===== src/rtl/fqr_pkg.sv =====
package fqr_pkg;
	// flash pin timing, in ns or us as printed
	localparam int CLK_NS = 50;
	localparam int SUPPLY_TO_RESET_RELEASE_TIME_US = 300;
	localparam int RESET_RELEASE_TO_ACCESS_TIME_NS = 50;
	localparam int RESET_RELEASE_TO_WRITE_TIME_NS = 150;
	localparam int RESET_PULSE_TIME_NS = 100;
	localparam int READY_TO_ACCESS_TIME_NS = 0;
	localparam int ABORT_TO_READ_TIME_US = 25;
	localparam int ACCESS_TIME_NS = 70;
	localparam int OE_TIME_NS = 25;
	// cycle counts, least times rounded up; only RH_CYC is held at one or more
	localparam int POWERUP_CYC = (SUPPLY_TO_RESET_RELEASE_TIME_US * 1000 + CLK_NS - 1) / CLK_NS;
	localparam int RH_CYC_RAW = (RESET_RELEASE_TO_ACCESS_TIME_NS + CLK_NS - 1) / CLK_NS;
	localparam int RH_CYC = RH_CYC_RAW < 1 ? 1 : RH_CYC_RAW;
	localparam int RW_CYC = (RESET_RELEASE_TO_WRITE_TIME_NS + CLK_NS - 1) / CLK_NS;
	localparam int RP_CYC = (RESET_PULSE_TIME_NS + CLK_NS - 1) / CLK_NS;
	localparam int ABORT_CYC = (ABORT_TO_READ_TIME_US * 1000) / CLK_NS;
	localparam int ACC_CYC_RAW = (ACCESS_TIME_NS + CLK_NS - 1) / CLK_NS + 1;
	localparam int ACC_CYC = ACC_CYC_RAW;
	// query table word offsets and expected contents
	localparam logic [7:0] Q_SIMUL_OPS = 8'h4A;
	localparam logic [7:0] Q_BURST = 8'h4B;
	localparam logic [7:0] Q_PAGE = 8'h4C;
	localparam logic [7:0] Q_ACCEL_MIN = 8'h4D;
	localparam logic [7:0] Q_ACCEL_MAX = 8'h4E;
	localparam logic [7:0] Q_WP_PLACE = 8'h4F;
	localparam logic [7:0] Q_PGM_SUSP = 8'h50;
	localparam logic [15:0] V_SIMUL_OPS = 16'h0000;
	localparam logic [15:0] V_BURST = 16'h0000;
	localparam logic [15:0] V_PAGE = 16'h0003;
	localparam logic [15:0] V_ACCEL_MIN = 16'h0085;
	localparam logic [15:0] V_ACCEL_MAX = 16'h0095;
	localparam logic [15:0] V_WP_LOW = 16'h0004;
	localparam logic [15:0] V_WP_HIGH = 16'h0005;
	localparam logic [15:0] V_PGM_SUSP = 16'h0001;
	// controller registers, byte addresses
	localparam logic [7:0] A_CTRL = 8'h00;
	localparam logic [7:0] A_CMD = 8'h04;
	localparam logic [7:0] A_STATUS = 8'h08;
	localparam logic [7:0] A_RDATA = 8'h0C;
	localparam logic [7:0] A_CAPS = 8'h10;
	localparam int CTRL_RST_BIT = 0;
	localparam int CMD_WRITE_BIT = 31;
	localparam logic [31:0] CTRL_RESET = 32'h0000_0000;
	localparam logic [1:0] RESP_OKAY = 2'h0;
	localparam logic [1:0] RESP_SLVERR = 2'h2;
	typedef enum logic [5:0] {
		FQR_POWERUP = 6'h01,
		FQR_RESET = 6'h02,
		FQR_IDLE = 6'h04,
		FQR_READ = 6'h08,
		FQR_WRITE = 6'h10,
		FQR_DONE = 6'h20
	} fqr_state_t;
endpackage


===== src/rtl/fqr_host.sv =====
`timescale 1ns/1ns
`default_nettype none
// Overview of operation
// - wait 50ns after reset before chip/output enable
// - wait 150ns after reset before write strobe
// - hold reset 300us after supply valid
// - access allowed right after ready/busy rises
module fqr_host #(
	parameter int POWERUP_CYCLES = fqr_pkg::POWERUP_CYC,
	parameter int ABORT_CYCLES = fqr_pkg::ABORT_CYC
) (
	input wire logic clk_in,
	input wire logic rstn_in,
	input wire logic ce_in,
	input wire logic [7:0] s_awaddr_in,
	input wire logic s_awvalid_in,
	output logic s_awready_out,
	input wire logic [31:0] s_wdata_in,
	input wire logic [3:0] s_wstrb_in,
	input wire logic s_wvalid_in,
	output logic s_wready_out,
	output logic [1:0] s_bresp_out,
	output logic s_bvalid_out,
	input wire logic s_bready_in,
	input wire logic [7:0] s_araddr_in,
	input wire logic s_arvalid_in,
	output logic s_arready_out,
	output logic [31:0] s_rdata_out,
	output logic [1:0] s_rresp_out,
	output logic s_rvalid_out,
	input wire logic s_rready_in,
	output logic [7:0] fl_addr_out,
	input wire logic [15:0] fl_dq_in,
	output logic [15:0] fl_dq_out,
	output logic fl_dq_oe_out,
	output logic fl_ce_n_out,
	output logic fl_oe_n_out,
	output logic fl_we_n_out,
	output logic fl_rst_n_out,
	input wire logic ready_busy_n_in
);
	fqr_pkg::fqr_state_t st_r, st_nxt;
	logic [23:0] cnt_r, cnt_nxt;
	logic [7:0] gap_r, gap_nxt;
	logic wgap_r, wgap_nxt;
	logic [15:0] dat_r, dat_nxt;
	logic [15:0] wd_r, wd_nxt;
	logic [7:0] qa_r, qa_nxt;
	logic pend_r, pend_nxt, iswr_r, iswr_nxt;
	logic mism_r, mism_nxt, busy_abort_r, busy_abort_nxt;
	logic ce_n_r, oe_n_r, we_n_r, rst_n_r, oe_r;
	logic ce_n_nxt, oe_n_nxt, we_n_nxt, rst_n_nxt, oe_nxt;
	logic [15:0] dq_s;
	logic rb_s;
	logic wr;
	logic [7:0] wr_addr, rd_addr;
	logic [31:0] wr_data, rd_data;
	logic wr_err, rd_err;
	logic [6:0] caps_r, caps_nxt;
	logic sw_rst_r, sw_rst_nxt;

	fqr_sync #(.W(17)) u_sync (
		.clk_in(clk_in),
		.rstn_in(rstn_in),
		.ce_in(ce_in),
		.d_in({ready_busy_n_in, fl_dq_in}),
		.q_out({rb_s, dq_s})
	);

	fqr_axil u_axil (
		.clk_in(clk_in),
		.rstn_in(rstn_in),
		.ce_in(ce_in),
		.awaddr_in(s_awaddr_in),
		.awvalid_in(s_awvalid_in),
		.awready_out(s_awready_out),
		.wdata_in(s_wdata_in),
		.wstrb_in(s_wstrb_in),
		.wvalid_in(s_wvalid_in),
		.wready_out(s_wready_out),
		.bresp_out(s_bresp_out),
		.bvalid_out(s_bvalid_out),
		.bready_in(s_bready_in),
		.araddr_in(s_araddr_in),
		.arvalid_in(s_arvalid_in),
		.arready_out(s_arready_out),
		.rdata_out(s_rdata_out),
		.rresp_out(s_rresp_out),
		.rvalid_out(s_rvalid_out),
		.rready_in(s_rready_in),
		.wr_out(wr),
		.wr_addr_out(wr_addr),
		.wr_data_out(wr_data),
		.wr_err_in(wr_err),
		.rd_addr_out(rd_addr),
		.rd_data_in(rd_data),
		.rd_err_in(rd_err)
	);

	// checks a query word against the documented capability value
	function automatic logic query_ok(input logic [7:0] a, input logic [15:0] d);
		unique case (a)
			fqr_pkg::Q_SIMUL_OPS: query_ok = d == fqr_pkg::V_SIMUL_OPS;
			fqr_pkg::Q_BURST: query_ok = d == fqr_pkg::V_BURST;
			fqr_pkg::Q_PAGE: query_ok = d == fqr_pkg::V_PAGE;
			fqr_pkg::Q_ACCEL_MIN: query_ok = d == fqr_pkg::V_ACCEL_MIN;
			fqr_pkg::Q_ACCEL_MAX: query_ok = d == fqr_pkg::V_ACCEL_MAX;
			fqr_pkg::Q_WP_PLACE: query_ok = d == fqr_pkg::V_WP_LOW || d == fqr_pkg::V_WP_HIGH;
			fqr_pkg::Q_PGM_SUSP: query_ok = d == fqr_pkg::V_PGM_SUSP;
			default: query_ok = 1'b1;
		endcase
	endfunction

	function automatic logic [2:0] query_idx(input logic [7:0] a);
		query_idx = 3'(a - fqr_pkg::Q_SIMUL_OPS);
	endfunction

	logic is_query;
	assign is_query = qa_r >= fqr_pkg::Q_SIMUL_OPS && qa_r <= fqr_pkg::Q_PGM_SUSP;

	// register decode
	always_comb begin
		wr_err = !(wr_addr == fqr_pkg::A_CTRL || wr_addr == fqr_pkg::A_CMD);
		rd_err = 1'b0;
		unique case (rd_addr)
			fqr_pkg::A_CTRL: rd_data = {31'h0, sw_rst_r};
			fqr_pkg::A_CMD: rd_data = {iswr_r, 7'h00, qa_r, wd_r};
			fqr_pkg::A_STATUS: rd_data = {24'h0, busy_abort_r, mism_r, rb_s, pend_r, st_r[5:2]};
			fqr_pkg::A_RDATA: rd_data = {16'h0, dat_r};
			fqr_pkg::A_CAPS: rd_data = {25'h0, caps_r};
			default: begin
				rd_data = 32'h0000_0000;
				rd_err = 1'b1;
			end
		endcase
	end

	always_comb begin
		st_nxt = st_r;
		cnt_nxt = cnt_r;
		gap_nxt = gap_r;
		wgap_nxt = wgap_r;
		dat_nxt = dat_r;
		wd_nxt = wd_r;
		qa_nxt = qa_r;
		pend_nxt = pend_r;
		iswr_nxt = iswr_r;
		mism_nxt = mism_r;
		busy_abort_nxt = busy_abort_r;
		caps_nxt = caps_r;
		sw_rst_nxt = sw_rst_r;
		ce_n_nxt = 1'b1;
		oe_n_nxt = 1'b1;
		we_n_nxt = 1'b1;
		oe_nxt = 1'b0;
		rst_n_nxt = rst_n_r;
		if (wr && wr_addr == fqr_pkg::A_CTRL)
			sw_rst_nxt = wr_data[fqr_pkg::CTRL_RST_BIT];
		// a new command while one is pending is dropped; software polls busy
		if (wr && wr_addr == fqr_pkg::A_CMD && !pend_r) begin
			pend_nxt = 1'b1;
			iswr_nxt = wr_data[fqr_pkg::CMD_WRITE_BIT];
			qa_nxt = wr_data[23:16];
			wd_nxt = wr_data[15:0];
		end
		if (gap_r != 8'h00)
			gap_nxt = gap_r - 8'h01;
		unique case (st_r)
			fqr_pkg::FQR_POWERUP: begin
				rst_n_nxt = 1'b0;
				cnt_nxt = cnt_r + 24'h1;
				if (cnt_r >= 24'(POWERUP_CYCLES - 1)) begin
					st_nxt = fqr_pkg::FQR_IDLE;
					rst_n_nxt = 1'b1;
					gap_nxt = 8'(fqr_pkg::RW_CYC);
					wgap_nxt = 1'b1;
					cnt_nxt = 24'h0;
				end
			end
			fqr_pkg::FQR_RESET: begin
				// reset may land mid program/erase; the device aborts in at most the abort time
				rst_n_nxt = 1'b0;
				cnt_nxt = cnt_r + 24'h1;
				if (cnt_r >= 24'(fqr_pkg::RP_CYC - 1) && !sw_rst_r) begin
					st_nxt = fqr_pkg::FQR_IDLE;
					rst_n_nxt = 1'b1;
					gap_nxt = 8'(fqr_pkg::RW_CYC);
					wgap_nxt = 1'b1;
					cnt_nxt = 24'h0;
				end
			end
			fqr_pkg::FQR_IDLE: begin
				if (sw_rst_r) begin
					st_nxt = fqr_pkg::FQR_RESET;
					rst_n_nxt = 1'b0;
					cnt_nxt = 24'h0;
				end else if (!rb_s) begin
					// busy: count toward the abort bound, then flag it
					cnt_nxt = cnt_r + 24'h1;
					if (cnt_r >= 24'(ABORT_CYCLES))
						busy_abort_nxt = 1'b1;
				end else begin
					cnt_nxt = 24'h0;
					// ready high: access with no extra wait
					if (pend_r && !iswr_r && gap_r <= 8'(fqr_pkg::RW_CYC - fqr_pkg::RH_CYC)) begin
						st_nxt = fqr_pkg::FQR_READ;
						ce_n_nxt = 1'b0;
						oe_n_nxt = 1'b0;
					end else if (pend_r && iswr_r && (gap_r == 8'h00 || !wgap_r)) begin
						st_nxt = fqr_pkg::FQR_WRITE;
						ce_n_nxt = 1'b0;
						we_n_nxt = 1'b0;
						oe_nxt = 1'b1;
						wgap_nxt = 1'b0;
					end
				end
			end
			fqr_pkg::FQR_READ: begin
				ce_n_nxt = 1'b0;
				oe_n_nxt = 1'b0;
				cnt_nxt = cnt_r + 24'h1;
				// two sync stages added on top of access time
				if (cnt_r >= 24'(fqr_pkg::ACC_CYC + 1)) begin
					dat_nxt = dq_s;
					if (is_query) begin
						caps_nxt[query_idx(qa_r)] = query_ok(qa_r, dq_s);
						mism_nxt = mism_r | !query_ok(qa_r, dq_s);
					end
					st_nxt = fqr_pkg::FQR_DONE;
					ce_n_nxt = 1'b1;
					oe_n_nxt = 1'b1;
					cnt_nxt = 24'h0;
				end
			end
			fqr_pkg::FQR_WRITE: begin
				ce_n_nxt = 1'b0;
				oe_nxt = 1'b1;
				cnt_nxt = cnt_r + 24'h1;
				we_n_nxt = cnt_r >= 24'(fqr_pkg::ACC_CYC);
				if (cnt_r >= 24'(fqr_pkg::ACC_CYC + 1)) begin
					st_nxt = fqr_pkg::FQR_DONE;
					ce_n_nxt = 1'b1;
					oe_nxt = 1'b0;
					cnt_nxt = 24'h0;
				end
			end
			fqr_pkg::FQR_DONE: begin
				pend_nxt = 1'b0;
				st_nxt = fqr_pkg::FQR_IDLE;
			end
			default: st_nxt = fqr_pkg::FQR_POWERUP;
		endcase
	end

	always_ff @(posedge clk_in or negedge rstn_in) begin
		if (!rstn_in) begin
			st_r <= fqr_pkg::FQR_POWERUP;
			cnt_r <= 24'h0;
			gap_r <= 8'h00;
			wgap_r <= 1'b0;
			dat_r <= 16'h0000;
			wd_r <= 16'h0000;
			qa_r <= 8'h00;
			pend_r <= 1'b0;
			iswr_r <= 1'b0;
			mism_r <= 1'b0;
			busy_abort_r <= 1'b0;
			caps_r <= 7'h00;
			sw_rst_r <= fqr_pkg::CTRL_RESET[0];
			ce_n_r <= 1'b1;
			oe_n_r <= 1'b1;
			we_n_r <= 1'b1;
			oe_r <= 1'b0;
			rst_n_r <= 1'b0;
		end else if (ce_in) begin
			st_r <= st_nxt;
			cnt_r <= cnt_nxt;
			gap_r <= gap_nxt;
			wgap_r <= wgap_nxt;
			dat_r <= dat_nxt;
			wd_r <= wd_nxt;
			qa_r <= qa_nxt;
			pend_r <= pend_nxt;
			iswr_r <= iswr_nxt;
			mism_r <= mism_nxt;
			busy_abort_r <= busy_abort_nxt;
			caps_r <= caps_nxt;
			sw_rst_r <= sw_rst_nxt;
			ce_n_r <= ce_n_nxt;
			oe_n_r <= oe_n_nxt;
			we_n_r <= we_n_nxt;
			oe_r <= oe_nxt;
			rst_n_r <= rst_n_nxt;
		end
	end

	assign fl_addr_out = qa_r;
	assign fl_dq_out = wd_r;
	assign fl_dq_oe_out = oe_r;
	assign fl_ce_n_out = ce_n_r;
	assign fl_oe_n_out = oe_n_r;
	assign fl_we_n_out = we_n_r;
	assign fl_rst_n_out = rst_n_r;

	// helper: cycles since reset release
	logic [7:0] since_rel_r;
	always_ff @(posedge clk_in or negedge rstn_in) begin
		if (!rstn_in)
			since_rel_r <= 8'h00;
		else if (ce_in && !rst_n_r)
			since_rel_r <= 8'h00;
		else if (ce_in && since_rel_r != 8'hFF)
			since_rel_r <= since_rel_r + 8'h01;
	end
endmodule
`default_nettype wire


===== src/rtl/fqr_sync.sv =====
`timescale 1ns/1ns
`default_nettype none
module fqr_sync #(
	parameter int W = 1
) (
	input wire logic clk_in,
	input wire logic rstn_in,
	input wire logic ce_in,
	input wire logic [W-1:0] d_in,
	output logic [W-1:0] q_out
);
	logic [W-1:0] s1_r;
	logic [W-1:0] s2_r;
	logic [W-1:0] s1_nxt;
	logic [W-1:0] s2_nxt;
	always_comb begin
		s1_nxt = ce_in ? d_in : s1_r;
		s2_nxt = ce_in ? s1_r : s2_r;
	end
	always_ff @(posedge clk_in or negedge rstn_in) begin
		if (!rstn_in) begin
			s1_r <= '1;
			s2_r <= '1;
		end else begin
			s1_r <= s1_nxt;
			s2_r <= s2_nxt;
		end
	end
	assign q_out = s2_r;
endmodule
`default_nettype wire


===== src/rtl/fqr_axil.sv =====
`timescale 1ns/1ns
`default_nettype none
// axi4-lite slave front end: one write and one read at a time
module fqr_axil (
	input wire logic clk_in,
	input wire logic rstn_in,
	input wire logic ce_in,
	input wire logic [7:0] awaddr_in,
	input wire logic awvalid_in,
	output logic awready_out,
	input wire logic [31:0] wdata_in,
	input wire logic [3:0] wstrb_in,
	input wire logic wvalid_in,
	output logic wready_out,
	output logic [1:0] bresp_out,
	output logic bvalid_out,
	input wire logic bready_in,
	input wire logic [7:0] araddr_in,
	input wire logic arvalid_in,
	output logic arready_out,
	output logic [31:0] rdata_out,
	output logic [1:0] rresp_out,
	output logic rvalid_out,
	input wire logic rready_in,
	output logic wr_out,
	output logic [7:0] wr_addr_out,
	output logic [31:0] wr_data_out,
	input wire logic wr_err_in,
	output logic [7:0] rd_addr_out,
	input wire logic [31:0] rd_data_in,
	input wire logic rd_err_in
);
	logic aw_r, w_r, b_r, r_r;
	logic aw_nxt, w_nxt, b_nxt, r_nxt;
	logic [7:0] awa_r, awa_nxt;
	logic [31:0] wd_r, wd_nxt, rd_r, rd_nxt;
	logic [1:0] br_r, br_nxt, rr_r, rr_nxt;
	logic fire;
	always_comb begin
		aw_nxt = aw_r;
		w_nxt = w_r;
		awa_nxt = awa_r;
		wd_nxt = wd_r;
		b_nxt = b_r;
		br_nxt = br_r;
		r_nxt = r_r;
		rr_nxt = rr_r;
		rd_nxt = rd_r;
		fire = 1'b0;
		if (awvalid_in && !aw_r && !b_r) begin
			aw_nxt = 1'b1;
			awa_nxt = awaddr_in;
		end
		if (wvalid_in && !w_r && !b_r) begin
			w_nxt = 1'b1;
			// partial strobes keep only their lanes; the other lanes are written as zero
			wd_nxt = wdata_in & {{8{wstrb_in[3]}}, {8{wstrb_in[2]}}, {8{wstrb_in[1]}}, {8{wstrb_in[0]}}};
		end
		if (aw_r && w_r && !b_r) begin
			fire = 1'b1;
			aw_nxt = 1'b0;
			w_nxt = 1'b0;
			b_nxt = 1'b1;
			br_nxt = wr_err_in ? fqr_pkg::RESP_SLVERR : fqr_pkg::RESP_OKAY;
		end
		if (b_r && bready_in)
			b_nxt = 1'b0;
		if (arvalid_in && !r_r) begin
			r_nxt = 1'b1;
			rd_nxt = rd_data_in;
			rr_nxt = rd_err_in ? fqr_pkg::RESP_SLVERR : fqr_pkg::RESP_OKAY;
		end else if (r_r && rready_in) begin
			r_nxt = 1'b0;
		end
	end
	always_ff @(posedge clk_in or negedge rstn_in) begin
		if (!rstn_in) begin
			aw_r <= 1'b0;
			w_r <= 1'b0;
			b_r <= 1'b0;
			r_r <= 1'b0;
			awa_r <= 8'h00;
			wd_r <= 32'h0000_0000;
			rd_r <= 32'h0000_0000;
			br_r <= 2'h0;
			rr_r <= 2'h0;
		end else if (ce_in) begin
			aw_r <= aw_nxt;
			w_r <= w_nxt;
			b_r <= b_nxt;
			r_r <= r_nxt;
			awa_r <= awa_nxt;
			wd_r <= wd_nxt;
			rd_r <= rd_nxt;
			br_r <= br_nxt;
			rr_r <= rr_nxt;
		end
	end
	assign awready_out = awvalid_in && !aw_r && !b_r && ce_in;
	assign wready_out = wvalid_in && !w_r && !b_r && ce_in;
	assign arready_out = arvalid_in && !r_r && ce_in;
	assign bvalid_out = b_r;
	assign bresp_out = br_r;
	assign rvalid_out = r_r;
	assign rresp_out = rr_r;
	assign rdata_out = rd_r;
	assign wr_out = fire && ce_in;
	assign wr_addr_out = awa_r;
	assign wr_data_out = wd_r;
	assign rd_addr_out = araddr_in;
endmodule
`default_nettype wire


===== config.mk =====
export PLATFORM = sky130hd
export DESIGN_NAME = fqr_host
export DESIGN_NICKNAME = d
export VERILOG_FILES = /design/src/rtl/fqr_pkg.sv /design/src/rtl/fqr_host.sv /design/src/rtl/fqr_sync.sv /design/src/rtl/fqr_axil.sv
export SDC_FILE = /design/constraint.sdc
export NUM_CORES = 1
export LEC_CHECK = 0
export BUFFER_PORTS_ARGS = -buffer_cell sky130_fd_sc_hd__buf_2
export CORE_MARGIN = 2
export CORE_UTILIZATION = 55
export DETAILED_ROUTE_END_ITERATION = 16
export PLACE_DENSITY = 0.8
export REMOVE_ABC_BUFFERS = 1
export SYNTH_ARGS = -nofsm -noshare
export SYNTH_HDL_FRONTEND = slang
export SYNTH_SLANG_ARGS = --single-unit

===== constraint.sdc =====
create_clock -name clk_in -period 2.6 [get_ports clk_in]
set_input_delay 0.26 -clock clk_in [delete_from_list [all_inputs] [get_ports clk_in]]
set_output_delay 0.26 -clock clk_in [all_outputs]
set_load 0.1 [all_outputs]

==> key figures <==
Detailed routing
  • Remaining design rule violation count: 0
  • Total number of vias: 7260
  • Average detailed-routed wire length per instance: 18.1 µm
  • Initial DRC count: 563
  • Post-route antenna net violation count: 0
  • Length of the first detailed-routing pass in iterations: 7
  • Total detailed-routing wirelength: 22.4 mm
  • Detail-routed via count per cell: 5.86

Floorplanning
  • Die area: 0.0180 mm²
  • Chip Height: 134 µm
  • Area of the core region: 0.0166 mm²
  • Count of standard-cell rows: 47
  • Count of boundary I/O pins: 147
  • Starting density of the core: 56.3%
  • Horizontal die dimension: 134 µm

Finish
  • Seq. cell area: 0.00490 mm²
  • Count of nets after finishing: 1090
  • End-of-flow core utilization: 66.2%
  • Commonest cells after routing, fill and taps aside: dfrtp_1 (156), nand2_1 (131), buf_2 (126)
  • Area growth, synth to finish: 17.6%
  • Filler Cells Inserted: 1304
  • Diodes inserted: 0
  • Layout cell share with drive strength beyond 1: 34.9%
  • Footprint of the multi-input gates: 0.00412 mm²
  • Most common cell after layout, fill and taps aside: dfrtp_1

Synth
  • Top cell type by total area after synthesis: dfrtp_1
  • Number of enable flip-flop cells after synthesis: 0
  • Most area-consuming cells after synthesis: dfrtp_1 (42%), mux2_2 (12%), dfstp_2 (11%)
  • Unique masters post-synth: 83
  • Post-synthesis register bit count: 194
  • Netlist area before placement: 0.00934 mm²
  • Mean instance size in the synthesized netlist: 10.7 µm²
  • Main synth FF type: dfrtp_1
  • Syn Inst Count: 873
  • Sequential share of the synthesized area: 52.5%
  • Top cell type's share of synthesized area: 41.8%
  • Asr flop ratio synth: 100%
  • Warnings from Yosys: 0

Placement
  • Total of buffers placed on input and output ports: 130
  • Placed wire-length estimate after detailed placement: 15.6 mm
  • Last weighted congestion value of the routability-driven placer: 0.896

GRT
  • Total gr overflow: 0
  • Vias in the first global route: 7238
  • Pin count of the biggest net entering global routing: 87
  • First-pass GRT wire length: 36.9 mm
  • Initial antenna violation count: 0
  • Total track usage: 26.1%

Hold path
  • Capture endpoint of the worst hold path: u_sync.s1_r[8]
  • Critical hold path startpoint: fl_dq_in[8]
  • Worst min-delay path class: input port to flop
  • Hold depth: 2

Setup path
  • Cell with the largest stage delay on the worst path: a221oi_2
  • Worst setup EP type: flop
  • R2R Path End: st_r[2]
  • Crit-path max cell delay: 0.47 ns
  • Cells on worst reg2reg path: 7
  • Required time of the worst setup path: 2.92 ns
  • Start-to-end type of the worst setup path: flop to flop
  • Launching point of the worst reg2reg path: cnt_r[1]
  • Data arrival time of the critical path: 2.81 ns
  • List of cells traversed by the critical path: ha_1, nand3_1, a211oi_2, nor4_1, a221oi_2, nand3_2, mux2_2
  • Largest fanout on the critical path: 7
  • Setup crit start kind: flop
  • Minimum setup slack among reg-to-reg paths: 0.11 ns

Job
  • Max-cap violations: 0

Power
  • Peak ir drop on the vdd network: 0.546 mV
  • Pwr per Cell Area: 851 mW/mm²
  • Leakage: 5.17 nW

STA
  • Time the worst path needs with I/O delays and setup: 2.49 ns
  • Post-route worst hold slack: 0.0488 ns
  • Clock skew after layout: 0.0124 ns
  • RSZ-0062 raised after global routing: no
  • Slew Viols, Final: 0
  • Slew at the pin with the worst max-slew slack: 0.725 ns
  • Number of hold violations in the final report: 0
  • Setup-failing EPs final: 0
  • Maximum clock rate: 402 MHz
  • Final period utilization: 95.6%
  • Max transition margin: 51.2%

Clock network
  • Post-CTS clock slew at the launch and capture registers of the worst setup and hold paths: 0.08 ns
  • Buffer count from post-CTS setup fixing: 0
  • Root Buffer Master: clkbuf_16
  • Latest clock arrival within the worst-skew pair: 0.44 ns
  • Number of buffers added by the clock tree synthesis step: 17
  • H-Tree Level Count: 4
  • TritonCTS clock tree: built
  • Number of sinks on the clock net: 194
  • Worst-case clock buffer depth: 2

Outcome
  • Run status: finished, final reports clean
## through the flow
step	total power [W]	setup slack [ns]	cells	setup TNS, ns	area (µm²)
floorplan	0.00583	-0.472	824	-18.36	9080
global placement	0.00654	0.240	1206	0	10400
detailed placement	0.00665	0.0897	1206	0	10400
CTS	0.00937	0.0836	1239	0	11000
global route	0.00982	0.0103	1239	0	11000
finish	0.00934	0.113	1239	0	11000
## state kept, by name, summed over array words and instances (netlist names), 6 cells and up
| register | cells |
|---|---|
| gap_r | 8 |
| cnt_r | 24 |
| u_axil.wr_addr_out | 8 |
| st_r | 6 |
| u_axil.wr_data_out | 25 |
| u_sync.s1_r | 17 |
| fl_addr_out | 8 |
| caps_r | 7 |
| u_axil.rdata_out | 25 |
| fl_dq_out | 16 |
| dat_r | 16 |
| u_sync.q_out | 17 |
## critical path, delay by kind of cell, from the launching register on
kind                     cells  cell delay [ns]
AO/OA/AOI/OAI                2             0.81
adder cells (fa/ha/maj)      1             0.29
flip-flops                   1             0.37
multiplexers                 1             0.33
AND/OR/NAND/NOR              3             0.57
## worst max path at each step
stage,startpoint,cells after the start,to,slack (ns)
global route,st_r[1],6,cnt_r[18],0.01
CTS,cnt_r[1],7,st_r[2],0.08
global placement,cnt_r[1],7,st_r[2],0.24
finish,cnt_r[1],7,st_r[2],0.11
detailed placement,cnt_r[1],7,st_r[2],0.09
floorplan,u_axil.bvalid_out,6,fl_addr_out[2],-0.47
## where the power goes
| part | switching (W) | internal [W] |
|---|---|---|
| clock | 0.00119 | 0.00153 |
| combinational | 0.00173 | 0.000894 |
| sequential | 0.000419 | 0.00359 |
| total | 0.00334 | 0.00601 |
## cell usage after synthesis (5+ instances only)
library cell,n
mux2_2,96
a21o_1,12
and3_1,9
and2_1,5
dfrtp_1,156
o21a_1,5
a31oi_1,6
a222oi_1,6
inv_1,18
xnor2_1,5
ha_1,7
nor4b_1,5
o21ai_0,59
nor2_1,48
buf_2,13
nor2b_1,6
buf_4,10
nand3_1,32
dfstp_2,38
nor4_1,15
o31ai_1,8
a22oi_1,10
a21oi_1,21
nor3_1,18
nand4_1,10
xor2_1,8
clkbuf_1,27
nand2_1,131
## per-layer routing
layer	global-route usage, %	vias up	part of all wire (%)
met3	6.20	44	6.5
met4	10.6	0	2.8
li1	-	3388	-
met5	0	-	0
met1	33.2	3582	41
met2	43.2	246	49
## layout make-up
cell class              count  area share (%)
clock buffers              21            4.29
clock inverters            11            1.28
inverters                  18           0.615
multi-input cells         612            37.5
flip-flops and latches    194            44.6
well taps                 220            2.51
repair buffers            163            9.15
## cell families after synthesis
family | count (synthesis) | share of synthesized area, %
other | 1 | 0.0401
buffers and inverters | 75 | 3.83
AOI/OAI and AO/OA | 167 | 12.6
and+or+nand+nor | 318 | 17.1
DFF | 194 | 52.5
xor gates and xnor gates | 13 | 1.22
adders and majority gates | 7 | 0.938
muxes | 98 | 11.8
## timing repair
action	in CTS	in global routing
endpoints found under the hold margin	64	0
hold buffers	1	0
endpoints found under the setup margin	0	8
gates resized for setup	0	2
No activity file was read; power rests on OpenSTA's default activity.
